<file path="src/cstt_cfg.svh">
// Purpose: constants for the capture channel with its own time base
// Assumes: one 50 MHz clock
// Notes: offsets of source codes and field layout of the control inputs
`ifndef CSTT_CFG_SVH
`define CSTT_CFG_SVH
`define CSTT_CNT_W 16
`define CSTT_CNT_ONES 16'hFFFF
`define CSTT_CNT_ZERO 16'h0000
`define CSTT_FIFO_DEPTH 4
`define CSTT_PTR_W 2
`define CSTT_SRC_W 5
`define CSTT_SRC_NUM 32
`define CSTT_SRC_NONE 5'h00
`define CSTT_SRC_OC_LO 5'h01
`define CSTT_SRC_OC_HI 5'h09
`define CSTT_SRC_IC5 5'h0A
`define CSTT_SRC_TMR_LO 5'h0B
`define CSTT_SRC_TMR_HI 5'h0F
`define CSTT_SRC_RSV_LO 5'h10
`define CSTT_SRC_RSV_HI 5'h11
`define CSTT_SRC_IC78_LO 5'h12
`define CSTT_SRC_IC_HI 5'h17
`define CSTT_SRC_CMP_LO 5'h18
`define CSTT_SRC_CMP_HI 5'h1A
`define CSTT_SRC_ADC 5'h1B
`define CSTT_SRC_CTU 5'h1C
`define CSTT_SRC_IC6 5'h1D
`define CSTT_SRC_IC9 5'h1E
`define CSTT_SRC_SELF 5'h1F
`define CSTT_CLK_SEL_W 3
`define CSTT_CLK_SRC_NUM 6
`define CSTT_IRQ_SEL_W 2
`endif

</file>
<file path="src/cstt_pkg.sv">
// Purpose: types for the capture channel
// Assumes: cstt_cfg.svh defines the widths
// Notes: types only
`include "cstt_cfg.svh"
package cstt_pkg;
    typedef logic [`CSTT_CNT_W-1:0] cstt_count_t;
    typedef logic [`CSTT_SRC_W-1:0] cstt_src_t;
    // time base run state, gray coded along hold -> run
    typedef enum logic [1:0] {
        CSTT_HOLD = 2'b00,
        CSTT_RUN = 2'b01
    } cstt_state_t;
    // decoded kind of a source code
    typedef enum logic [2:0] {
        CSTT_K_NONE = 3'd0,
        CSTT_K_SYNC_OK = 3'd1,
        CSTT_K_TRIG_ONLY = 3'd2,
        CSTT_K_SELF = 3'd3,
        CSTT_K_RSV = 3'd4
    } cstt_kind_t;
endpackage : cstt_pkg

</file>
<file path="src/cstt_fifo_if.sv">
// Purpose: push and pop path between the channel and its capture store
// Assumes: single clock
// Notes: none
`timescale 1ns/1ns
interface cstt_fifo_if;
    import cstt_pkg::*;
    logic push;
    cstt_count_t push_data;
    logic pop;
    cstt_count_t pop_data;
    logic not_empty;
    logic full;
    logic overflow;
    modport owner (output push, push_data, pop, input pop_data, not_empty, full, overflow);
    modport store (input push, push_data, pop, output pop_data, not_empty, full, overflow);
endinterface : cstt_fifo_if

</file>
<file path="src/cstt_channel.sv">
// Purpose: capture channel with private 16-bit time base, sync and trigger start
// Assumes: all inputs synchronous to clk; events arrive as levels or pulses
// Notes: cascade pair formed by tying two instances through the cascade ports
//
// Overview of operation
// RULE1: counter counts every enabled clock, wraps from all ones to zero
// RULE2: each capture edge pushes the present counter into the store
// RULE3: store keeps up to four captured values before software reads
// RULE4: sync mode clears the counter on each event of the chosen source
// RULE5: trigger mode holds the counter until a source event arrives
// RULE6: source zero with trigger select clear means free running
// RULE7: nonzero source selects sync or trigger mode, bit picks which
// RULE8: source zero with trigger select set waits for software trigger
// RULE9: two channels cascade into one 32-bit capture in every mode
// RULE10: up to six clock sources select the counter advance
// RULE11: up to thirty sources feed the sync or trigger input
// RULE12: captures raise an interrupt request on configurable conditions
// RULE13: codes 1..9 compare channels, 10 capture 5, 11..15 timers
// RULE14: higher codes map captures, comparators, converter, charge unit, self
// RULE15: source code zero means not synchronised to any module
// RULE16: software never selects a channel as its own trigger
// RULE17: capture, comparator, converter, charge unit codes only for triggering; the code also lets them clear the counter in sync mode
// RULE18: each sync or trigger indication acts once, as one-cycle pulse
`timescale 1ns/1ns
`include "cstt_cfg.svh"
module cstt_channel (
    input wire logic clk, // 50 MHz channel clock
    input wire logic rstn, // async reset, active low
    input wire logic enable, // channel on
    input wire logic [`CSTT_CLK_SEL_W-1:0] clk_select, // counter clock choice
    input wire logic [`CSTT_CLK_SRC_NUM-1:0] clk_ticks, // tick levels of the clock sources
    input wire logic capture_input_pin, // external pulse input
    input wire logic [1:0] edge_mode, // 01 rise, 10 fall, 11 both, 00 off
    input wire cstt_pkg::cstt_src_t source_select, // sync or trigger source code
    input wire logic trigger_mode_select, // 1 trigger, 0 sync
    input wire logic [`CSTT_SRC_NUM-1:0] source_events, // event lines by code
    input wire logic trigger_set, // software writes one to trigger status
    input wire logic trigger_clear, // software clears trigger status
    input wire logic [`CSTT_IRQ_SEL_W-1:0] irq_every, // interrupt every n+1 captures
    input wire logic cascade_odd, // this is the upper half of a pair
    input wire logic cascade_carry_in, // low half wrapped this cycle
    input wire logic cascade_sync_in, // low half restart or hold state
    input wire logic pop, // software reads one captured value
    output cstt_pkg::cstt_count_t capture_counter, // present time base
    output cstt_pkg::cstt_count_t capture_data, // oldest captured value
    output logic capture_ready, // store holds data
    output logic capture_overflow, // a capture was lost
    output logic trigger_status, // time base released
    output logic cascade_carry_out, // wrap pulse to the upper half
    output logic cascade_sync_out, // restart pulse or hold state to the upper half
    output logic irq // one-cycle interrupt request
);
    import cstt_pkg::*;

    // ****************************************
    // source decode
    // ****************************************
    function automatic cstt_kind_t src_kind(input cstt_src_t code);
        cstt_kind_t k;
        k = CSTT_K_TRIG_ONLY; // RULE14
        if (code == `CSTT_SRC_NONE) begin
            k = CSTT_K_NONE; // RULE15
        end else if (code <= `CSTT_SRC_TMR_HI) begin
            k = CSTT_K_SYNC_OK; // RULE13
        end else if (code <= `CSTT_SRC_RSV_HI) begin
            k = CSTT_K_RSV;
        end else if (code == `CSTT_SRC_SELF) begin
            k = CSTT_K_SELF;
        end
        if (code == `CSTT_SRC_IC5) begin
            k = CSTT_K_TRIG_ONLY; // RULE13
        end
        return k;
    endfunction : src_kind

    cstt_kind_t kind;
    logic src_level;
    logic src_prev_reg;
    logic src_pulse;
    logic sync_mode;
    logic trig_mode;
    logic soft_mode;

    assign kind = src_kind(source_select);
    // self and reserved codes never fire; software must avoid them
    assign src_level = (kind == CSTT_K_SYNC_OK || kind == CSTT_K_TRIG_ONLY)
        && source_events[source_select]; // RULE11 RULE16
    assign src_pulse = src_level && !src_prev_reg; // RULE18
    assign sync_mode = (source_select != `CSTT_SRC_NONE) && !trigger_mode_select; // RULE7
    assign trig_mode = (source_select != `CSTT_SRC_NONE) && trigger_mode_select; // RULE7
    assign soft_mode = (source_select == `CSTT_SRC_NONE) && trigger_mode_select; // RULE8

    // edge detect on the selected source so a held level acts once
    always_ff @(posedge clk or negedge rstn) begin
        if (!rstn) begin
            src_prev_reg <= 1'b0;
        end else begin
            src_prev_reg <= src_level; // RULE18
        end
    end

    // ****************************************
    // run control
    // ****************************************
    cstt_state_t state_reg;
    logic sync_hit;
    logic trig_hit;
    logic tick;
    logic run;

    // the upper half of a pair follows the lower half's events
    assign sync_hit = cascade_odd ? cascade_sync_in : (sync_mode && src_pulse); // RULE9
    assign trig_hit = trig_mode && src_pulse; // RULE5
    assign tick = (clk_select < `CSTT_CLK_SEL_W'(`CSTT_CLK_SRC_NUM))
        && clk_ticks[clk_select]; // RULE10
    assign run = enable && (state_reg == CSTT_RUN);
    assign trigger_status = (state_reg == CSTT_RUN) && (trig_mode || soft_mode);

    // hold until trigger in trigger modes, otherwise run at once
    always_ff @(posedge clk or negedge rstn) begin
        if (!rstn) begin
            state_reg <= CSTT_HOLD;
        end else begin
            unique case (state_reg)
                CSTT_HOLD: begin
                    if (enable && (trig_hit || (soft_mode && trigger_set)
                        || !(trig_mode || soft_mode))) begin
                        state_reg <= CSTT_RUN; // RULE4 RULE5 RULE6 RULE8
                    end
                end
                CSTT_RUN: begin
                    // set wins over a clear in the same cycle
                    if (!enable || (trigger_clear && (trig_mode || soft_mode)
                        && !trig_hit && !trigger_set)) begin
                        state_reg <= CSTT_HOLD;
                    end
                end
            endcase
        end
    end

    // ****************************************
    // time base
    // ****************************************
    cstt_count_t cnt_reg;
    logic advance;
    assign advance = run && (cascade_odd ? cascade_carry_in : tick); // RULE9
    assign capture_counter = cnt_reg;
    assign cascade_carry_out = advance && (cnt_reg == `CSTT_CNT_ONES);
    assign cascade_sync_out = sync_hit || (state_reg == CSTT_HOLD);

    always_ff @(posedge clk or negedge rstn) begin
        if (!rstn) begin
            cnt_reg <= `CSTT_CNT_ZERO;
        end else if (sync_hit || (cascade_odd && cascade_sync_in)) begin
            cnt_reg <= `CSTT_CNT_ZERO; // RULE4
        end else if (advance) begin
            cnt_reg <= cnt_reg + 1'b1; // RULE1
        end
    end

    // ****************************************
    // capture and interrupt
    // ****************************************
    cstt_fifo_if fif ();
    logic pin_prev_reg;
    logic cap_ev;
    logic [`CSTT_IRQ_SEL_W-1:0] irq_cnt_reg;
    logic irq_reg;

    assign cap_ev = run && ((edge_mode[0] && capture_input_pin && !pin_prev_reg)
        || (edge_mode[1] && !capture_input_pin && pin_prev_reg));
    assign fif.push = cap_ev; // RULE2
    assign fif.push_data = cnt_reg; // RULE2
    assign fif.pop = pop;
    assign capture_data = fif.pop_data;
    assign capture_ready = fif.not_empty;
    assign capture_overflow = fif.overflow;
    assign irq = irq_reg;

    cstt_fifo u_store (
        .clk(clk),
        .rstn(rstn),
        .fif(fif)
    );

    // pin history for edge detection
    always_ff @(posedge clk or negedge rstn) begin
        if (!rstn) begin
            pin_prev_reg <= 1'b0;
        end else begin
            pin_prev_reg <= capture_input_pin;
        end
    end

    // request after every irq_every+1 captures
    always_ff @(posedge clk or negedge rstn) begin
        if (!rstn) begin
            irq_cnt_reg <= '0;
            irq_reg <= 1'b0;
        end else begin
            irq_reg <= 1'b0;
            if (cap_ev) begin
                if (irq_cnt_reg == irq_every) begin
                    irq_cnt_reg <= '0;
                    irq_reg <= 1'b1; // RULE12
                end else begin
                    irq_cnt_reg <= irq_cnt_reg + 1'b1;
                end
            end
        end
    end
endmodule : cstt_channel

</file>
<file path="src/cstt_fifo.sv">
// Purpose: four level store of captured counter values
// Assumes: single clock, async active low reset
// Notes: a push into a full store with no pop in the same cycle is dropped and flagged
`timescale 1ns/1ns
`include "cstt_cfg.svh"
module cstt_fifo (
    input wire logic clk, // channel clock
    input wire logic rstn, // async reset, active low
    cstt_fifo_if.store fif // push and pop path
);
    import cstt_pkg::*;
    cstt_count_t mem_reg [`CSTT_FIFO_DEPTH];
    logic [`CSTT_PTR_W-1:0] wr_reg;
    logic [`CSTT_PTR_W-1:0] rd_reg;
    logic [`CSTT_PTR_W:0] cnt_reg;
    logic do_push;
    logic do_pop;
    logic ovf_reg;

    assign fif.not_empty = (cnt_reg != '0);
    assign fif.full = (cnt_reg == (`CSTT_PTR_W+1)'(`CSTT_FIFO_DEPTH));
    assign do_pop = fif.pop && fif.not_empty;
    // a pop frees a slot in the same cycle, so push with pop on full is kept
    assign do_push = fif.push && (!fif.full || do_pop);
    assign fif.overflow = ovf_reg;
    assign fif.pop_data = mem_reg[rd_reg];

    // storage
    always_ff @(posedge clk) begin
        if (do_push) begin
            mem_reg[wr_reg] <= fif.push_data; // RULE3
        end
    end

    // pointers and fill level
    always_ff @(posedge clk or negedge rstn) begin
        if (!rstn) begin
            wr_reg <= '0;
            rd_reg <= '0;
            cnt_reg <= '0;
        end else begin
            if (do_push) begin
                wr_reg <= wr_reg + 1'b1;
            end
            if (do_pop) begin
                rd_reg <= rd_reg + 1'b1;
            end
            cnt_reg <= cnt_reg + (`CSTT_PTR_W+1)'(do_push) - (`CSTT_PTR_W+1)'(do_pop);
        end
    end

    // overflow flag, set wins over the clear by pop
    always_ff @(posedge clk or negedge rstn) begin
        if (!rstn) begin
            ovf_reg <= 1'b0;
        end else if (fif.push && !do_push) begin
            ovf_reg <= 1'b1;
        end else if (do_pop) begin
            ovf_reg <= 1'b0;
        end
    end
endmodule : cstt_fifo

</file>
<file path="config.mk">
export PLATFORM = sky130hd
export DESIGN_NAME = cstt_channel
export DESIGN_NICKNAME = d
export VERILOG_FILES = /design/src/cstt_pkg.sv /design/src/cstt_fifo_if.sv /design/src/cstt_channel.sv /design/src/cstt_fifo.sv
export VERILOG_INCLUDE_DIRS = /design/src
export SDC_FILE = /design/constraint.sdc
export NUM_CORES = 1
export LEC_CHECK = 0
export ABC_AREA = 0
export BUFFER_PORTS_ARGS = -buffer_cell sky130_fd_sc_hd__buf_2
export CAP_MARGIN = 20
export CORE_MARGIN = 2
export CORE_UTILIZATION = 54
export CTS_CLUSTER_SIZE = 40
export DETAILED_ROUTE_END_ITERATION = 8
export PLACE_DENSITY_LB_ADDON = 0.2
export SYNTH_ARGS = -nofsm -noshare
export SYNTH_HDL_FRONTEND = slang
export SYNTH_SLANG_ARGS = --single-unit
export TNS_END_PERCENT = 5
</file>
<file path="constraint.sdc">
create_clock -name clk -period 3.1 [get_ports clk]
set_input_delay 0.62 -clock clk [delete_from_list [all_inputs] [get_ports clk]]
set_output_delay 0.62 -clock clk [all_outputs]
set_load 0.03 [all_outputs]
</file>
==> results.py, run 1 <==
metrics = {
    "yosys": {
        "ys_warn_count": 0,
        "ys_top_cells_by_area": "edfxtp_1, dfrtp_1, mux4_2",
        "netlist_instances": 279,
        "yosysTopAreaCellShare_pct": 45.5,
        "syn_area_um2": 4220,
        "syn-mean-instance-area_um2": 15.1,
        "synth_edf_count": 64,
        "ys_ff_latch": 94,
        "synth-seq-area-share_pct": 63.3,
        "synthArstFlopShare_pct": 31.9,
        "yosysTopAreaCell": "edfxtp_1",
        "dominantRegCellSynth": "edfxtp_1",
        "syn_nets": 348,
        "synth_cell_types": 46,
    },
    "timing": {
        "setup_tns_ps": 0,
        "relSlewSlack_pct": 44.4,
        "finalCritPeriodShare_pct": 91.4,
        "final.min_clock_period_ps": 2830,
        "max_freq_ghz": 0.353,
        "fin_skew_ps": 6.29,
        "slew_viol_final": 0,
        "rsz0062_at_grt": "no",
        "hold_viol": 0,
        "setup_viol": 0,
        "worst_slew_pin_slew_ps": 834,
        "layout_setup_ws_ps": 266,
    },
    "final_layout": {
        "layout-drive-gt1-share_pct": 40.1,
        "layout_commonest_cell": "buf_2",
        "post_layout_nonfiller_instances": 494,
        "final_nets": 456,
        "final_cell_mix": "buf_2, edfxtp_1, dfrtp_1",
        "largest_register_ffs": 64,
        "areaGrowthSynthToFinish_pct": 19.5,
        "fin_area_um2": 5040,
        "insertedDiodeCount": 0,
        "fillCellCount": 595,
    },
    "power_and_ir_drop": {
        "power_density_nw_per_um2": 651,
        "seqPwrFrac_pct": 46.6,
        "irDropWorstVdd_uv": 323,
        "p_sw_share_pct": 34.1,
        "p_clk_share_pct": 23.0,
        "leakage_nw": 2.11,
        "switchingPower_mw": 1.12,
        "internal_power_mw": 2.16,
        "totalPowerFinal_mw": 3.28,
        "power_frac_comb_pct": 30.3,
    },
    "worst_setup_path": {
        "reg2reg_depth": 9,
        "r2r-start": "u_store.cnt_reg[2]",
        "worst_setup_path_end_kind": "output pin",
        "worstSetupPathType": "in2out",
        "arrival_ps": 2210,
        "worst_setup_path_start_kind": "input pin",
        "reg2reg_setup_slack_ps": 780,
        "required_ps": 2480,
        "cp_max_fo": 4,
        "r2r-end": "u_store.cnt_reg[2]",
    },
    "min_path": {
        "hp-class": "in2async",
    },
    "drt": {
        "final_antenna_net_count": 0,
        "route.detailed.drc": 0,
        "post_drt_wl_per_cell_um": 15.4,
        "avgViaCountPerCell": 5.29,
        "routed_wl_mm": 7.60,
        "vias": 2611,
        "drtPass1Iterations": 4,
        "drt_iter0_markers": 103,
    },
    "placement": {
        "place.gp.congestion": 0.759,
        "port_buffers": 94,
        "dp_cells": 478,
        "post_dp_cell_area_um2": 4850,
        "dp_slack_ps": 223,
        "hpwl_mm": 5.32,
    },
    "clock_network": {
        "root_buffer": "clkbuf_8",
        "post_cts_buffers": 0,
        "cts_hold_buf": 0,
        "clock-sinks": 94,
        "clk_path_buf_depth": 2,
        "clkLatencyLatePin_ps": 350,
        "cts_tree": "yes",
        "clkTransAtPathRegs_ps": 90,
        "h-tree-depth": 3,
        "numCtsBuffers": 9,
        "cts_resized": 0,
    },
    "die": {
        "die_w_um": 92.4,
        "ios": 99,
        "placementRows": 32,
        "initial_core_util_pct": 55.2,
        "die_area_um2": 8540,
        "core_um2": 7650,
        "dieHeight_um": 92.4,
    },
    "global_route": {
        "grt_max_degree": 31,
        "grt-ovfl-total": 0,
        "gr-usage-all-layers_pct": 19.1,
        "grt_pass1_vias": 2560,
        "antenna_found_initial": 0,
        "grt_pass1_wl_mm": 12.3,
    },
    "job": {
        "cap_violations": 0,
    },
    "outcome": {
        "outcome": "finished clean",
    },
}
[layer usage]
metal,global-route usage [%],part of all wire (%),up-vias
li1,-,-,1255
met1,25.2,44,1258
met2,31.0,49,89
met3,5.21,5.6,9
met4,6.72,1.3,0
met5,0,0,-
[worst max-delay path, cell delays in order]
cell      delay (ps)
buf_2            140
mux4_2           500
nor2b_1          140
a211o_1          270
a32oi_2          220
o211ai_1         130
buf_2            190
[stage by stage]
stage,hold WS [ps],utilization (%)
3_3_place_gp,476,63.5
4_1_cts,310,66.0
2_1_floorplan,324,-
3_5_place_dp,483,63.5
5_1_grt,335,66.0
6_report,295,66.0
[synth_stat cells (all sizes together), types with 2 or more instances]
cell type,count
edfxtp,64
clkbuf,3
xnor2,11
nand4,5
mux2i,4
buf,5
mux4,21
nor2,25
nand2,17
ha,7
and3,4
nor2b,7
inv,13
or4,2
xor2,12
nand3,8
dfrtp,30
a21oi,3
mux2,2
o21ai,6
and2,6
nor3,6
[cell type report]
class	instances	area, um2	area share [%]
timing repair buffer	105	553	11.0
sequential	94	2670	53.0
tap	102	128	2.53
clock buffer	9	124	2.46
multi-input combinational	164	1450	28.8
inverter	13	48.8	0.967
clock inverter	7	66.3	1.31
[worst max-delay path by stage]
| stage | start | to | cells after the start |
|---|---|---|---|
| 2_1_floorplan | clk_select[0] | cascade_carry_out | 6 |
| 3_3_place_gp | clk_select[0] | cascade_carry_out | 7 |
| 3_5_place_dp | clk_select[0] | cascade_carry_out | 7 |
| 4_1_cts | clk_select[0] | cascade_carry_out | 7 |
| 5_1_grt | clk_select[0] | cascade_carry_out | 7 |
| 6_report | source_select[0] | cascade_sync_out | 7 |
[logic make-up (layout without fill, tap and decap cells)]
logic type | after synthesis | after routing | synth area share (%)
xor gates and xnor gates | 23 | 23 | 4.77
adders and majority gates | 8 | 8 | 2.55
and+or+nand+nor | 85 | 85 | 10.6
AOI/OAI and AO/OA | 21 | 21 | 3.74
DFF | 94 | 94 | 63.3
muxes | 27 | 27 | 12.8
buffers and inverters | 21 | 134 | 2.25
[power by group through the flow]
stage	registers, mW	clock network [mW]	logic, mW
finish	1.53	0.756	0.995
global route	1.55	0.821	1.08
CTS	1.53	0.778	1.02
detailed placement	1.56	0	1.01
global placement	1.56	0	0.996
floorplan	1.50	0	0.801
Note: power is estimated with default switching activity, not from simulation.
==> inputs of run 2 (changes only) <==
--- a/config.mk
+++ b/config.mk
@@ -7,12 +7,12 @@
 export NUM_CORES = 1
 export LEC_CHECK = 0
 export ABC_AREA = 0
-export BUFFER_PORTS_ARGS = -buffer_cell sky130_fd_sc_hd__buf_2
 export CAP_MARGIN = 20
 export CORE_MARGIN = 2
-export CORE_UTILIZATION = 54
+export CORE_UTILIZATION = 55
 export CTS_CLUSTER_SIZE = 40
 export DETAILED_ROUTE_END_ITERATION = 8
+export DONT_BUFFER_PORTS = 1
 export PLACE_DENSITY_LB_ADDON = 0.2
 export SYNTH_ARGS = -nofsm -noshare
 export SYNTH_HDL_FRONTEND = slang
==> results.py, run 2 (same netlist as run 1, synthesis figures left out) <==
metrics = {
    "outcome": {
        "outcome": "finished clean",
    },
    "timing": {
        "hold_viol": 0,
        "rsz0062_at_grt": "no",
        "setup_viol": 0,
        "finalCritPeriodShare_pct": 89.4,
        "final.min_clock_period_ps": 2770,
        "max_freq_ghz": 0.361,
        "slew_viol_final": 0,
        "layout_setup_ws_ps": 327,
        "relSlewSlack_pct": 37.8,
        "fin_skew_ps": 9.97,
        "setup_tns_ps": 0,
        "worst_slew_pin_slew_ps": 933,
    },
    "drt": {
        "drtPass1Iterations": 4,
        "avgViaCountPerCell": 5.69,
        "drt_iter0_markers": 100,
        "post_drt_wl_per_cell_um": 18.8,
        "route.detailed.drc": 0,
        "routed_wl_mm": 7.58,
        "vias": 2294,
        "final_antenna_net_count": 0,
    },
    "worst_setup_path": {
        "required_ps": 2480,
        "arrival_ps": 2150,
        "worstSetupPathType": "reg2out",
        "cp_max_fo": 7,
        "worst_setup_path_start_kind": "flip-flop",
        "worst_setup_path_end_kind": "output pin",
    },
    "die": {
        "die_w_um": 91.6,
        "initial_core_util_pct": 57.6,
        "ios": 99,
        "placementRows": 31,
        "die_area_um2": 8390,
        "dieHeight_um": 91.6,
        "core_um2": 7330,
    },
    "global_route": {
        "grt_pass1_vias": 2392,
        "grt_pass1_wl_mm": 12.3,
        "grt-ovfl-total": 0,
        "antenna_found_initial": 0,
        "gr-usage-all-layers_pct": 19.6,
        "grt_max_degree": 31,
    },
    "job": {
        "cap_violations": 0,
    },
    "clock_network": {
        "h-tree-depth": 3,
        "root_buffer": "clkbuf_8",
        "clkLatencyLatePin_ps": 360,
        "cts_resized": 0,
        "numCtsBuffers": 9,
        "clock-sinks": 94,
        "clk_path_buf_depth": 2,
        "cts_tree": "yes",
        "clkTransAtPathRegs_ps": 90,
    },
    "final_layout": {
        "fillCellCount": 538,
        "layout_commonest_cell": "edfxtp_1",
        "areaGrowthSynthToFinish_pct": 10.3,
        "post-route-util_pct": 63.5,
        "largest_register_ffs": 64,
        "final_cell_mix": "edfxtp_1, dfrtp_1, mux4_2",
        "insertedDiodeCount": 0,
        "layout-drive-gt1-share_pct": 22.4,
        "final_nets": 368,
    },
    "min_path": {
        "hp-class": "in2async",
    },
    "power_and_ir_drop": {
        "power_density_nw_per_um2": 696,
        "irDropWorstVdd_uv": 505,
        "leakage_nw": 1.76,
    },
    "placement": {
        "dp_slack_ps": 334,
        "hpwl_mm": 5.21,
        "place.gp.congestion": 0.724,
        "port_buffers": 0,
    },
}
-- run 2: changes by cell type in the layout (fill, tap and decap cells not counted), moves of 2 or more --
cell	before	now
buf_12	0	2
buf_2	94	0
buf_4	11	15
clkinv_4	2	0
inv_6	0	3
inv_8	3	1
-- run 2: path summary, 6_finish.rpt --
path | from | to | slack, ps | cells past startpoint
min in group clk | capture_input_pin | pin_prev_reg | 290 | 0
worst max register to register | u_store.cnt_reg[2] | u_store.cnt_reg[2] | 570 | 9
max in group asynchronous | rstn | capture_counter[11] | 2850 | 1
worst min register to register | u_store.cnt_reg[2] | u_store.cnt_reg[2] | 520 | 1
worst min-delay path | rstn | u_store.cnt_reg[1] | 70 | 1
worst max-delay path | capture_counter[5] | cascade_carry_out | 330 | 5
-- run 2: power breakdown --
group | internal, mW | total (mW) | switching [mW]
Sequential | 1.41 | 1.56 | 0.145
Clock | 0.384 | 0.824 | 0.440
Combinational | 0.361 | 0.857 | 0.495
Total | 2.16 | 3.24 | 1.08
-- run 2: cell type report --
| cell class | count | area, um2 | area share [%] |
|---|---|---|---|
| Tap cell | 99 | 124 | 2.66 |
| Sequential cell | 94 | 2670 | 57.4 |
| Multi-Input combinational cell | 164 | 1450 | 31.2 |
| Clock inverter | 7 | 78.8 | 1.69 |
| Timing Repair Buffer | 17 | 153 | 3.28 |
| Inverter | 13 | 48.8 | 1.05 |
| Clock buffer | 9 | 124 | 2.66 |
-- run 2: stage by stage --
step,instances,area (um2),hold WS (ps),total power [mW]
finish,403,4650,72.3,3.24
global route,403,4650,67.7,3.39
CTS,403,4650,63.3,3.28
detailed placement,386,4430,325,2.45
global placement,386,4430,325,2.43
floorplan,279,4220,324,2.30
-- run 2: timing repair --
item                                   4_1_cts  5_1_grt
hold buffers                                 1        0
buffers inserted                             0        0
endpoints found under the hold margin       30        0
-- run 2: worst max-delay path, stage by stage, from the launching register on --
cell,delay (ps)
dfrtp_1,650
and3_1,280
and3_1,270
nand4_1,120
nor3_1,270
buf_4,210
-- run 2: routing by layer --
metal,track usage [%],vias to the layer above,share of wire [%]
li1,-,1078,-
met1,24.8,1136,42
met2,32.0,73,50
met3,5.31,7,6.3
met4,8.33,0,1.3
met5,0,-,0
